<file path="src/rfat_pkg.sv">
package rfat_pkg;

  // register map, word-aligned byte addresses
  localparam logic [3:0] REG_CTRL_ADDR   = 4'h0;
  localparam logic [3:0] REG_STATUS_ADDR = 4'h4;

  // control field positions
  localparam int CTRL_A_SPD_LSB = 0;
  localparam int CTRL_B_SPD_LSB = 2;
  localparam int CTRL_B_WE_BIT  = 4;

  // reset values: slowest timing, block b writes off
  localparam logic [1:0] SPD_RESET  = 2'h0;
  localparam logic       B_WE_RESET = 1'h0;

  // access lengths in controller clock periods
  localparam logic [3:0] CYC_SPD_00 = 4'hC;
  localparam logic [3:0] CYC_SPD_01 = 4'h8;
  localparam logic [3:0] CYC_SPD_10 = 4'h5;
  localparam logic [3:0] CYC_SPD_11 = 4'h3;

  typedef enum logic [1:0] {
    RFAT_IDLE = 2'b00,
    RFAT_BUSY = 2'b01,
    RFAT_DONE = 2'b11
  } rfat_state_t;

  typedef struct packed {
    logic        req;
    logic        blk_b;
    logic        we;
  } rfat_mem_req_t;

endpackage

</file>
<file path="src/rfat_ctrl.sv">
`timescale 1ns/10ps
// Contract
// - block a access length picked by its two-bit speed field
// - block b access length picked by separate field, same encoding
// - speed 00 gives twelve clock periods per access
// - speed 01 gives eight clock periods per access
// - speed 10 gives five clock periods per access
// - speed 11 gives three clock periods per access
// - block b writes start only while its write enable is set; clearing it mid-access does not end the write
module rfat_ctrl (
  input  wire logic                   clk,        // 25 MHz controller clock
  input  wire logic                   nrst,       // async reset, active low
  input  wire logic [3:0]             wb_adr_i,   // wishbone byte address
  input  wire logic [31:0]            wb_dat_i,   // wishbone write data
  input  wire logic [3:0]             wb_sel_i,   // wishbone byte selects
  input  wire logic                   wb_we_i,    // wishbone write
  input  wire logic                   wb_cyc_i,   // wishbone cycle
  input  wire logic                   wb_stb_i,   // wishbone strobe
  output logic      [31:0]            wb_dat_o,   // wishbone read data
  output logic                        wb_ack_o,   // wishbone ack
  input  wire rfat_pkg::rfat_mem_req_t mem_req_i, // access request, same clock
  output logic                        mem_strobe_o, // access in progress
  output logic                        mem_we_o,   // write strobe to device
  output logic                        mem_done_o, // one-cycle access end
  output logic                        mem_blocked_o // one-cycle refused write
);

  logic [1:0]            a_spd_q;
  logic [1:0]            b_spd_q;
  logic                  b_we_q;
  logic                  blocked_sticky_q;
  logic [3:0]            cnt_q;
  rfat_pkg::rfat_state_t state_q;
  logic                  acc_b_q;
  logic                  wb_hit;
  logic                  wr_ctrl;
  logic                  wr_status;

  function automatic logic [3:0] spd_cycles(input logic [1:0] spd);
    case (spd)
      2'h0:    spd_cycles = rfat_pkg::CYC_SPD_00;
      2'h1:    spd_cycles = rfat_pkg::CYC_SPD_01;
      2'h2:    spd_cycles = rfat_pkg::CYC_SPD_10;
      default: spd_cycles = rfat_pkg::CYC_SPD_11;
    endcase
  endfunction

  assign wb_hit = wb_cyc_i && wb_stb_i && !wb_ack_o;
  assign wr_ctrl   = wb_hit && wb_we_i && wb_sel_i[0] && wb_adr_i == rfat_pkg::REG_CTRL_ADDR;
  assign wr_status = wb_hit && wb_we_i && wb_sel_i[0] && wb_adr_i == rfat_pkg::REG_STATUS_ADDR;

  // one wait state: ack the cycle after the request
  always_ff @(posedge clk or negedge nrst) begin
    if (!nrst) begin
      wb_ack_o <= 1'b0;
    end else begin
      wb_ack_o <= wb_hit;
    end
  end

  // control writes; byte lane 0 carries every field
  always_ff @(posedge clk or negedge nrst) begin
    if (!nrst) begin
      a_spd_q <= rfat_pkg::SPD_RESET;
      b_spd_q <= rfat_pkg::SPD_RESET;
      b_we_q  <= rfat_pkg::B_WE_RESET;
    end else if (wr_ctrl) begin
      // no guard against mid-access change: software keeps the block idle
      a_spd_q <= wb_dat_i[rfat_pkg::CTRL_A_SPD_LSB +: 2];
      b_spd_q <= wb_dat_i[rfat_pkg::CTRL_B_SPD_LSB +: 2];
      b_we_q  <= wb_dat_i[rfat_pkg::CTRL_B_WE_BIT];
    end
  end

  // refused-write flag, cleared by writing one; a new refusal wins
  always_ff @(posedge clk or negedge nrst) begin
    if (!nrst) begin
      blocked_sticky_q <= 1'b0;
    end else if (mem_blocked_o) begin
      blocked_sticky_q <= 1'b1;
    end else if (wr_status && wb_dat_i[0]) begin
      blocked_sticky_q <= 1'b0;
    end
  end

  always_ff @(posedge clk or negedge nrst) begin
    if (!nrst) begin
      wb_dat_o <= 32'h0;
    end else if (wb_hit && !wb_we_i) begin
      if (wb_adr_i == rfat_pkg::REG_CTRL_ADDR) begin
        wb_dat_o <= {27'h0, b_we_q, b_spd_q, a_spd_q};
      end else if (wb_adr_i == rfat_pkg::REG_STATUS_ADDR) begin
        wb_dat_o <= {29'h0, acc_b_q, state_q == rfat_pkg::RFAT_BUSY, blocked_sticky_q};
      end else begin
        wb_dat_o <= 32'h0;
      end
    end
  end

  // access sequencer
  always_ff @(posedge clk or negedge nrst) begin
    if (!nrst) begin
      state_q       <= rfat_pkg::RFAT_IDLE;
      cnt_q         <= 4'h0;
      acc_b_q       <= 1'b0;
      mem_strobe_o  <= 1'b0;
      mem_we_o      <= 1'b0;
      mem_done_o    <= 1'b0;
      mem_blocked_o <= 1'b0;
    end else begin
      mem_done_o    <= 1'b0;
      mem_blocked_o <= 1'b0;
      case (state_q)
        rfat_pkg::RFAT_IDLE: begin
          if (mem_req_i.req) begin
            if (mem_req_i.blk_b && mem_req_i.we && !b_we_q) begin
              mem_blocked_o <= 1'b1;
            end else begin
              state_q      <= rfat_pkg::RFAT_BUSY;
              acc_b_q      <= mem_req_i.blk_b;
              cnt_q        <= mem_req_i.blk_b ? spd_cycles(b_spd_q)
                                              : spd_cycles(a_spd_q);
              mem_strobe_o <= 1'b1;
              mem_we_o     <= mem_req_i.we;
            end
          end
        end
        rfat_pkg::RFAT_BUSY: begin
          if (cnt_q == 4'h1) begin
            state_q      <= rfat_pkg::RFAT_DONE;
            mem_strobe_o <= 1'b0;
            mem_we_o     <= 1'b0;
            mem_done_o   <= 1'b1;
          end else begin
            cnt_q <= cnt_q - 4'h1;
          end
        end
        default: begin
          state_q <= rfat_pkg::RFAT_IDLE;
        end
      endcase
    end
  end

  // strobe held for exactly the selected count
  logic [3:0] chk_len_q;
  logic [3:0] chk_exp_q;
  always_ff @(posedge clk or negedge nrst) begin
    if (!nrst) begin
      chk_len_q <= 4'h0;
      chk_exp_q <= 4'h0;
    end else if (!mem_strobe_o) begin
      chk_len_q <= 4'h0;
      chk_exp_q <= mem_req_i.blk_b ? spd_cycles(b_spd_q) : spd_cycles(a_spd_q);
    end else begin
      chk_len_q <= chk_len_q + 4'h1;
    end
  end

  chk_access_len: assert property (@(posedge clk) disable iff (!nrst)
    $fell(mem_strobe_o) |-> chk_len_q == chk_exp_q)
    else $error("access length differs from speed field");

  chk_twelve_default: assert property (@(posedge clk) disable iff (!nrst)
    $rose(mem_strobe_o) && !acc_b_q && a_spd_q == 2'h0 |-> ##11 mem_strobe_o ##1 !mem_strobe_o)
    else $error("speed 00 access not twelve cycles");

  chk_three_fast: assert property (@(posedge clk) disable iff (!nrst)
    $rose(mem_strobe_o) && !acc_b_q && a_spd_q == 2'h3 |-> ##2 mem_strobe_o ##1 !mem_strobe_o)
    else $error("speed 11 access not three cycles");

  chk_eight_b: assert property (@(posedge clk) disable iff (!nrst)
    $rose(mem_strobe_o) && acc_b_q && b_spd_q == 2'h1 |-> mem_strobe_o [*8] ##1 !mem_strobe_o)
    else $error("speed 01 access not eight cycles");

  chk_five_b: assert property (@(posedge clk) disable iff (!nrst)
    $rose(mem_strobe_o) && acc_b_q && b_spd_q == 2'h2 |-> mem_strobe_o [*5] ##1 !mem_strobe_o)
    else $error("speed 10 access not five cycles");

  chk_b_write_gate: assert property (@(posedge clk) disable iff (!nrst)
    $rose(mem_we_o) && acc_b_q |-> $past(b_we_q))
    else $error("block b write while disabled");

  chk_b_refuse: assert property (@(posedge clk) disable iff (!nrst)
    state_q == rfat_pkg::RFAT_IDLE && mem_req_i.req && mem_req_i.blk_b && mem_req_i.we && !b_we_q
      |=> mem_blocked_o && !mem_strobe_o ##1 blocked_sticky_q)
    else $error("disabled block b write not refused");

  chk_done_pulse: assert property (@(posedge clk) disable iff (!nrst)
    $fell(mem_strobe_o) |-> mem_done_o ##1 !mem_done_o)
    else $error("done pulse missing");

  chk_wb_ack: assert property (@(posedge clk) disable iff (!nrst)
    wb_cyc_i && wb_stb_i && !wb_ack_o |=> wb_ack_o ##1 !wb_ack_o)
    else $error("wishbone ack not one cycle late");

  chk_reset_vals: assert property (@(posedge clk)
    $rose(nrst) |-> a_spd_q == 2'h0 && b_spd_q == 2'h0 && !b_we_q)
    else $error("reset values not zero");

  chk_a_eight: assert property (@(posedge clk) disable iff (!nrst)
    $rose(mem_strobe_o) && !acc_b_q && a_spd_q == 2'h1 |-> mem_strobe_o [*8] ##1 !mem_strobe_o)
    else $error("block a speed 01 access not eight cycles");

  chk_a_five: assert property (@(posedge clk) disable iff (!nrst)
    $rose(mem_strobe_o) && !acc_b_q && a_spd_q == 2'h2 |-> mem_strobe_o [*5] ##1 !mem_strobe_o)
    else $error("block a speed 10 access not five cycles");

  chk_b_twelve: assert property (@(posedge clk) disable iff (!nrst)
    $rose(mem_strobe_o) && acc_b_q && b_spd_q == 2'h0 |-> ##11 mem_strobe_o ##1 !mem_strobe_o)
    else $error("block b speed 00 access not twelve cycles");

  chk_b_three: assert property (@(posedge clk) disable iff (!nrst)
    $rose(mem_strobe_o) && acc_b_q && b_spd_q == 2'h3 |-> ##2 mem_strobe_o ##1 !mem_strobe_o)
    else $error("block b speed 11 access not three cycles");

  chk_start_len: assert property (@(posedge clk) disable iff (!nrst)
    $rose(mem_strobe_o) |-> cnt_q == chk_exp_q)
    else $error("access count not loaded from speed field");

  chk_cnt_step: assert property (@(posedge clk) disable iff (!nrst)
    state_q == rfat_pkg::RFAT_BUSY && cnt_q != 4'h1 |=> cnt_q == $past(cnt_q) - 4'h1)
    else $error("access counter skipped a step");

  chk_busy_count: assert property (@(posedge clk) disable iff (!nrst)
    state_q == rfat_pkg::RFAT_BUSY |-> cnt_q != 4'h0)
    else $error("access counter empty while busy");

  chk_idle_quiet: assert property (@(posedge clk) disable iff (!nrst)
    state_q == rfat_pkg::RFAT_IDLE |-> !mem_strobe_o && !mem_we_o)
    else $error("strobe active while idle");

  chk_we_in_strobe: assert property (@(posedge clk) disable iff (!nrst)
    mem_we_o |-> mem_strobe_o)
    else $error("write strobe outside an access");

  chk_done_state: assert property (@(posedge clk) disable iff (!nrst)
    mem_done_o |-> state_q == rfat_pkg::RFAT_DONE)
    else $error("done pulse outside done state");

  chk_done_gap: assert property (@(posedge clk) disable iff (!nrst)
    mem_done_o |=> !mem_strobe_o)
    else $error("access started in the done cycle");

  chk_a_start: assert property (@(posedge clk) disable iff (!nrst)
    state_q == rfat_pkg::RFAT_IDLE && mem_req_i.req && !mem_req_i.blk_b |=> mem_strobe_o)
    else $error("block a request not started");

  chk_b_enabled: assert property (@(posedge clk) disable iff (!nrst)
    state_q == rfat_pkg::RFAT_IDLE && mem_req_i.req && mem_req_i.blk_b && (!mem_req_i.we || b_we_q)
      |=> mem_strobe_o)
    else $error("permitted block b request not started");

  chk_refuse_idle: assert property (@(posedge clk) disable iff (!nrst)
    mem_blocked_o |-> state_q == rfat_pkg::RFAT_IDLE && !mem_strobe_o)
    else $error("refused write left sequencer busy");

  chk_sticky_set: assert property (@(posedge clk) disable iff (!nrst)
    mem_blocked_o |=> blocked_sticky_q)
    else $error("refusal not recorded");

  chk_sticky_clear: assert property (@(posedge clk) disable iff (!nrst)
    wr_status && wb_dat_i[0] && !mem_blocked_o |=> !blocked_sticky_q)
    else $error("refusal flag not cleared");

  // write data of the previous edge, for the field-store check
  logic [4:0] chk_wdat_q;
  always_ff @(posedge clk or negedge nrst) begin
    if (!nrst) begin
      chk_wdat_q <= 5'h0;
    end else begin
      chk_wdat_q <= wb_dat_i[4:0];
    end
  end

  chk_ctrl_write: assert property (@(posedge clk) disable iff (!nrst)
    wr_ctrl |=> a_spd_q == chk_wdat_q[1:0] && b_spd_q == chk_wdat_q[3:2]
      && b_we_q == chk_wdat_q[4])
    else $error("control write not stored");

  chk_ctrl_read: assert property (@(posedge clk) disable iff (!nrst)
    wb_hit && !wb_we_i && wb_adr_i == rfat_pkg::REG_CTRL_ADDR |=> wb_dat_o == {27'h0, b_we_q, b_spd_q, a_spd_q})
    else $error("control read data wrong");

  chk_status_read: assert property (@(posedge clk) disable iff (!nrst)
    wb_hit && !wb_we_i && wb_adr_i == rfat_pkg::REG_STATUS_ADDR |=> wb_dat_o[0] == $past(blocked_sticky_q)
      && wb_dat_o[1] == ($past(state_q) == rfat_pkg::RFAT_BUSY) && wb_dat_o[2] == $past(acc_b_q))
    else $error("status read data wrong");

  chk_unmapped_zero: assert property (@(posedge clk) disable iff (!nrst)
    wb_hit && !wb_we_i && wb_adr_i != rfat_pkg::REG_CTRL_ADDR && wb_adr_i != rfat_pkg::REG_STATUS_ADDR
      |=> wb_dat_o == 32'h0)
    else $error("unmapped read not zero");

  chk_ack_pulse: assert property (@(posedge clk) disable iff (!nrst)
    wb_ack_o |=> !wb_ack_o)
    else $error("wishbone ack longer than one cycle");

  chk_reset_outputs: assert property (@(posedge clk)
    $rose(nrst) |-> !mem_strobe_o && !mem_we_o && !mem_done_o && !mem_blocked_o && !wb_ack_o
      && !blocked_sticky_q && wb_dat_o == 32'h0)
    else $error("outputs not quiet after reset");

endmodule

</file>
<file path="config.mk">
export PLATFORM = sky130hd
export DESIGN_NAME = rfat_ctrl
export DESIGN_NICKNAME = d
export VERILOG_FILES = /design/src/rfat_pkg.sv /design/src/rfat_ctrl.sv
export SDC_FILE = /design/constraint.sdc
export NUM_CORES = 1
export LEC_CHECK = 0
export ABC_AREA = 1
export BUFFER_PORTS_ARGS = -buffer_cell sky130_fd_sc_hd__buf_2
export CAP_MARGIN = 10
export CORE_MARGIN = 2
export CORE_UTILIZATION = 40
export CTS_BUF_LIST = sky130_fd_sc_hd__clkbuf_2
export CTS_CLUSTER_DIAMETER = 80
export DETAILED_ROUTE_END_ITERATION = 6
export GPL_TIMING_DRIVEN = 0
export PLACE_DENSITY = 0.8
export SLEW_MARGIN = 0
export SYNTH_ARGS = -nofsm -noshare
export SYNTH_HDL_FRONTEND = slang
export SYNTH_SLANG_ARGS = --single-unit
</file>
<file path="constraint.sdc">
create_clock -name clk -period 1.1 [get_ports clk]
set_clock_uncertainty 0.1 [all_clocks]
set_input_delay 0.055 -clock clk [delete_from_list [all_inputs] [get_ports clk]]
set_output_delay 0.055 -clock clk [all_outputs]
set_load 0.01 [all_outputs]
</file>
**Word-level counts from Yosys, hierarchy flattened**

Cells that the tools add are included.

- Add/subtract/negate cells: 1
- Eq/ne operators: 11
- Mux-type cells: 27
- Bitwise operators: 1
- Reductions and logical operators: 23

Operator list:

| kind | number |
|---|---|
| 4-bit case mux with 3 select lines | 2 |
| 4-bit two-way mux | 4 |
| 1-bit two-way mux | 12 |
| 1-bit logical AND | 10 |
| 4-bit case mux with 2 select lines | 1 |
| 4-bit AND reduction | 2 |
| 2-bit by 1-bit == test with 1-bit output, second input constant | 3 |
| 2-bit zero test | 3 |
| 2-bit two-way mux | 3 |
| 2-bit inequality test, second input constant | 3 |
| 3-bit AND reduction | 2 |
| 5-bit two-way mux | 1 |
| 2-bit == test, second input constant | 2 |
| 4-bit by 1-bit == test with 1-bit output, second input constant | 1 |
| 4-bit by 3-bit == test with 1-bit output, second input constant | 1 |
| 4-bit zero test | 1 |
| 1-bit case mux with 2 select lines | 2 |
| 2-bit case mux with 2 select lines | 1 |
| 2-bit nonzero test | 2 |
| 4-bit by 1-bit subtractor with 4-bit output, second input constant | 1 |
| 1-bit zero test | 3 |
| 3-bit two-way mux | 1 |
| 2-bit by 1-bit inequality test with 1-bit output, second input constant | 1 |
| 1-bit NOT | 1 |

- Register bits: 50
- Input bits: 48
- Output and inout bits: 37
- Logic and storage cells: 76

**Longest topological paths before layout**

- Depth in word-level cells: 8
- Mapped depth: 8
- Mapped depth without buffers: 8

**Worst setup path after synthesis**

Ideal clock, no wire load.

- Path kind: register to register
- Start: register cnt_q[0]
- End: register cnt_q[1]
- Library setup time: 65 ps
- Data arrival time: 1047 ps
- Path slack: -112 ps
- Cell stages (with the launch flop): 7
- Path buffers: 0
- Path through: dfrtp_1 > inv_1 > ha_1 > or2_1 > nand2_1 > nand2_1 > nand2_1

- Cells in the longest elaborated chain, start to end: 3

RTL lines:

| item | line | RTL |
|---|---|---|
| start: declaration | rfat_ctrl.sv:32 | `logic [3:0] cnt_q;` |
| start signal: assignment | rfat_ctrl.sv:121 | `cnt_q <= mem_req_i.blk_b ? spd_cycles(b_spd_q)` |
| start signal: assignment | rfat_ctrl.sv:135 | `cnt_q <= cnt_q - 4'h1;` |
| 4-bit by 1-bit subtractor with 4-bit output / 4-bit by 1-bit == test with 1-bit output (equally long branches) | rfat_ctrl.sv:135, rfat_ctrl.sv:129 |  |
| 4-bit two-way mux / 2-bit inequality test (equally long branches) | -- |  |
| 4-bit case mux with 2 select lines / 4-bit AND reduction (equally long branches) | -- |  |

Several ways; a longest one is shown, not always the timed one. The select of a mux whose other input is x is not followed.
A chain may end at the register's enable or synchronous reset.

**Worst setup path after layout**

Ends and elaborated chain as after synthesis.

==> run summary <==
Hold Path Origin: wb_stb_i
sequential fraction of design power: 35.3%
die area: 3916 µm²
Buf/Inv on CP: 1
DIE WIDTH: 62.58 µm
grt ovf: 0
vias per cell: 4.454
CTS tree: built
clock share of power: 9.9%
ys flop type: dfrtp_1
Setup Slack @ Placement: -0.2022 ns
violated checks: negative hold slack, negative setup slack
crit-path most repeated cell: nand2_1
Post-Synthesis Cells: 165
commonest non-fill, non-tap cell in the layout: buf_4
GPL Wtd Cong: 0.8039
CP endpoint kind: flop
via count: 1,345
layout net count: 307
DRT Pass-1 Iters: 4
register area: 578.1 µm²
Yosys cell types: 24
area leader, netlist: dfrtp_1
core area: 3311 µm²
RSZ-0062 raised after global routing: yes
Yosys top cell area share: 41.93%
met1 Track Usage GR: 20.53%
crit path cell chain: inv_2 > ha_4 > or2_1 > nand2_1 > nand2_1 > nand2_1
largest stage delay on the critical path: 0.47 ns
number of DRC markers in iteration 0: 36
most frequent cells in the layout: buf_4, nand2_1, conb_1
CP Launch Type: flop
CP Max Fanout: 3
family with the most delay on the worst path: flip-flops
area of the multi-input gates: 775.7 µm²
area delta synth->final: 56.88%
mapped cell area: 1373 µm²
Setup Viol. Count Final: 20
Synth Register Bits: 23
synth top area cells: dfrtp_1, buf_4, nand2_1
total track usage: 16.97%
synth warn: 0
minimum clock period: 1.318 ns
Worst slew margin: 65.27%
r2r worst-path depth: 6
arrival time worst endpoint: 1.51 ns
FP Rows: 21
Fill cells: 281
most used routing layer: met2
Power Density: 1690 nW/µm²
Logic pwr share: 54.8%
Reg2Reg Setup Slack: -0.22 ns
# diodes: 0
hpwl dp: 2122 µm
DRC Markers: 0
Final Slew Violations: 0
critical path required time: 1.29 ns
H-Tree Depth: 1
CTS root buffer: clkbuf_2
largest net degree at the start of global routing: 24
Reg2Reg Launch Point: cnt_q[0]
Sink Count: 23
met3 usage: 4.865%
Leak Pwr: 1.164 nW
Clk Latency, worst-skew pair: 0.35 ns
drt wl/cell: 12.29 µm
slowest CP cell: dfrtp_1
share of the yosys chip area belonging to registers: 41.93%
Final Hold Viols: 1
Max Cap Viol: 0
I/O pins: 85
maximum vdd drop: 0.001090 V
TritonCTS Buffers: 3
Reg clk slew, reported paths: 0.23 ns
Longest Clk Path Bufs: 2
hold depth: 4
post-layout util: 65.04%
fraction of layout cells with a size suffix above 1: 45.70%
Pint: 2.040 mW
Min Hold Slack: -0.03021 ns
initial antenna violation count: 0
FMAX: 0.7590 GHz
vias in the first global route: 1,253
M2 GR Usage: 29.57%
CP Class: reg2reg
first-pass GRT wire length: 5354 µm
crit share post-route: 119.8%
cts hold-fix bufs: 16
Hold Path Class: in2reg
die height: 62.58 µm
Reg-to-Reg End: cnt_q[1]
outcome: finished with violations
Sw Share: 43.95%
Hold EP: wb_ack_o
Final ANT Viol Nets: 0
Port Buffers: 27
fraction of registers with async set/reset: 100.0%
Mapped Avg Cell Area: 8.319 µm²
Starting Density: 41.46%
Slew @ Worst Pin: 0.5210 ns
total wire length: 3713 µm
setup ws final: -0.2175 ns
Net Switching: 1.600 mW
number of synthesized flops with an enable pin: 0
stages on the worst setup path: 6
-- cells in the mapped netlist (2+ instances only) --
cell type	n
nand3_1	9
o21ai_0	14
nor2_2	4
nand2_4	2
buf_4	27
dfrtp_1	23
nand3_2	2
nand4_1	4
nor2_4	3
nand2_2	4
inv_2	2
nor2_1	2
nand2_1	43
inv_1	15
ha_1	2
-- per-layer routing --
metal	share of wire (%)	vias up
met5	0	-
met4	2.1	0
met3	6.6	11
met2	53	66
met1	38	619
li1	-	649
-- logic make-up after synthesis --
family / share of synthesized area [%]
and+or+nand+nor: 28.90
AOI/OAI and AO/OA: 6.655
other: 0.2732
DFF: 41.93
adders and majority gates: 1.823
buffers and inverters: 19.78
xor gates and xnor gates: 0.6382
-- how the worst max path moves through the flow --
stage,to,slack (ns),startpoint
floorplan,cnt_q[0],-0.1,cnt_q[1]
finish,cnt_q[1],-0.22,cnt_q[0]
global route,cnt_q[0],-0.31,cnt_q[1]
detailed placement,cnt_q[0],-0.20,cnt_q[1]
global placement,cnt_q[0],-0.19,cnt_q[1]
CTS,cnt_q[0],-0.19,cnt_q[1]
-- power groups by stage --
| stage | registers [mW] | logic [mW] | clock network [mW] |
|---|---|---|---|
| after global placement | 1.25 | 1.39 | 0 |
| after floorplan | 1.27 | 1.06 | 0 |
| after CTS | 1.26 | 1.61 | 0.362 |
| after detailed placement | 1.26 | 1.44 | 0 |
| final | 1.29 | 1.99 | 0.359 |
| after global routing | 1.31 | 2.23 | 0.397 |
-- registers in the layout, indices dropped and copies added, names as in the netlist, 2 cells and up --
name,flops
a_spd_q,2
b_spd_q,2
cnt_q,4
state_q,2
wb_dat_o,5
-- through the flow --
| step | power (mW) | std cells | area, µm² | TNS (ns) | hold slack, ns |
|---|---|---|---|---|---|
| floorplan | 2.334 | 191 | 1484 | -0.6186 | -0.3406 |
| global placement | 2.639 | 264 | 1677 | -1.357 | -0.04670 |
| detailed placement | 2.695 | 264 | 1677 | -1.711 | -0.03880 |
| CTS | 3.231 | 290 | 1954 | -1.793 | -0.1280 |
| global route | 3.933 | 302 | 2153 | -4.304 | -0.04286 |
| finish | 3.640 | 302 | 2153 | -3.098 | -0.03021 |
-- cell type report --
class                      instances  area share (%)
inverter                          18           3.370
clock buffer                       4          0.9297
timing repair buffer              60           20.74
buffer                            27           9.413
tap                               46           2.673
sequential                        23           26.84
multi-input combinational        124           36.03
-- tightest hold or removal path, stage by stage --
cell and delay, ns:
buf_2 0.10, nand2_2 0.10, nor2_8 0.05, buf_4 0.12
-- repair_timing --
action,in CTS,in global routing
endpoints found under the setup margin,17,27
cloned,1,0
pin swaps,7,13
resized for setup,18,25
hold endpoints to repair,36,1
buffers inserted,5,13
No activity file was read; power rests on OpenSTA's default activity.
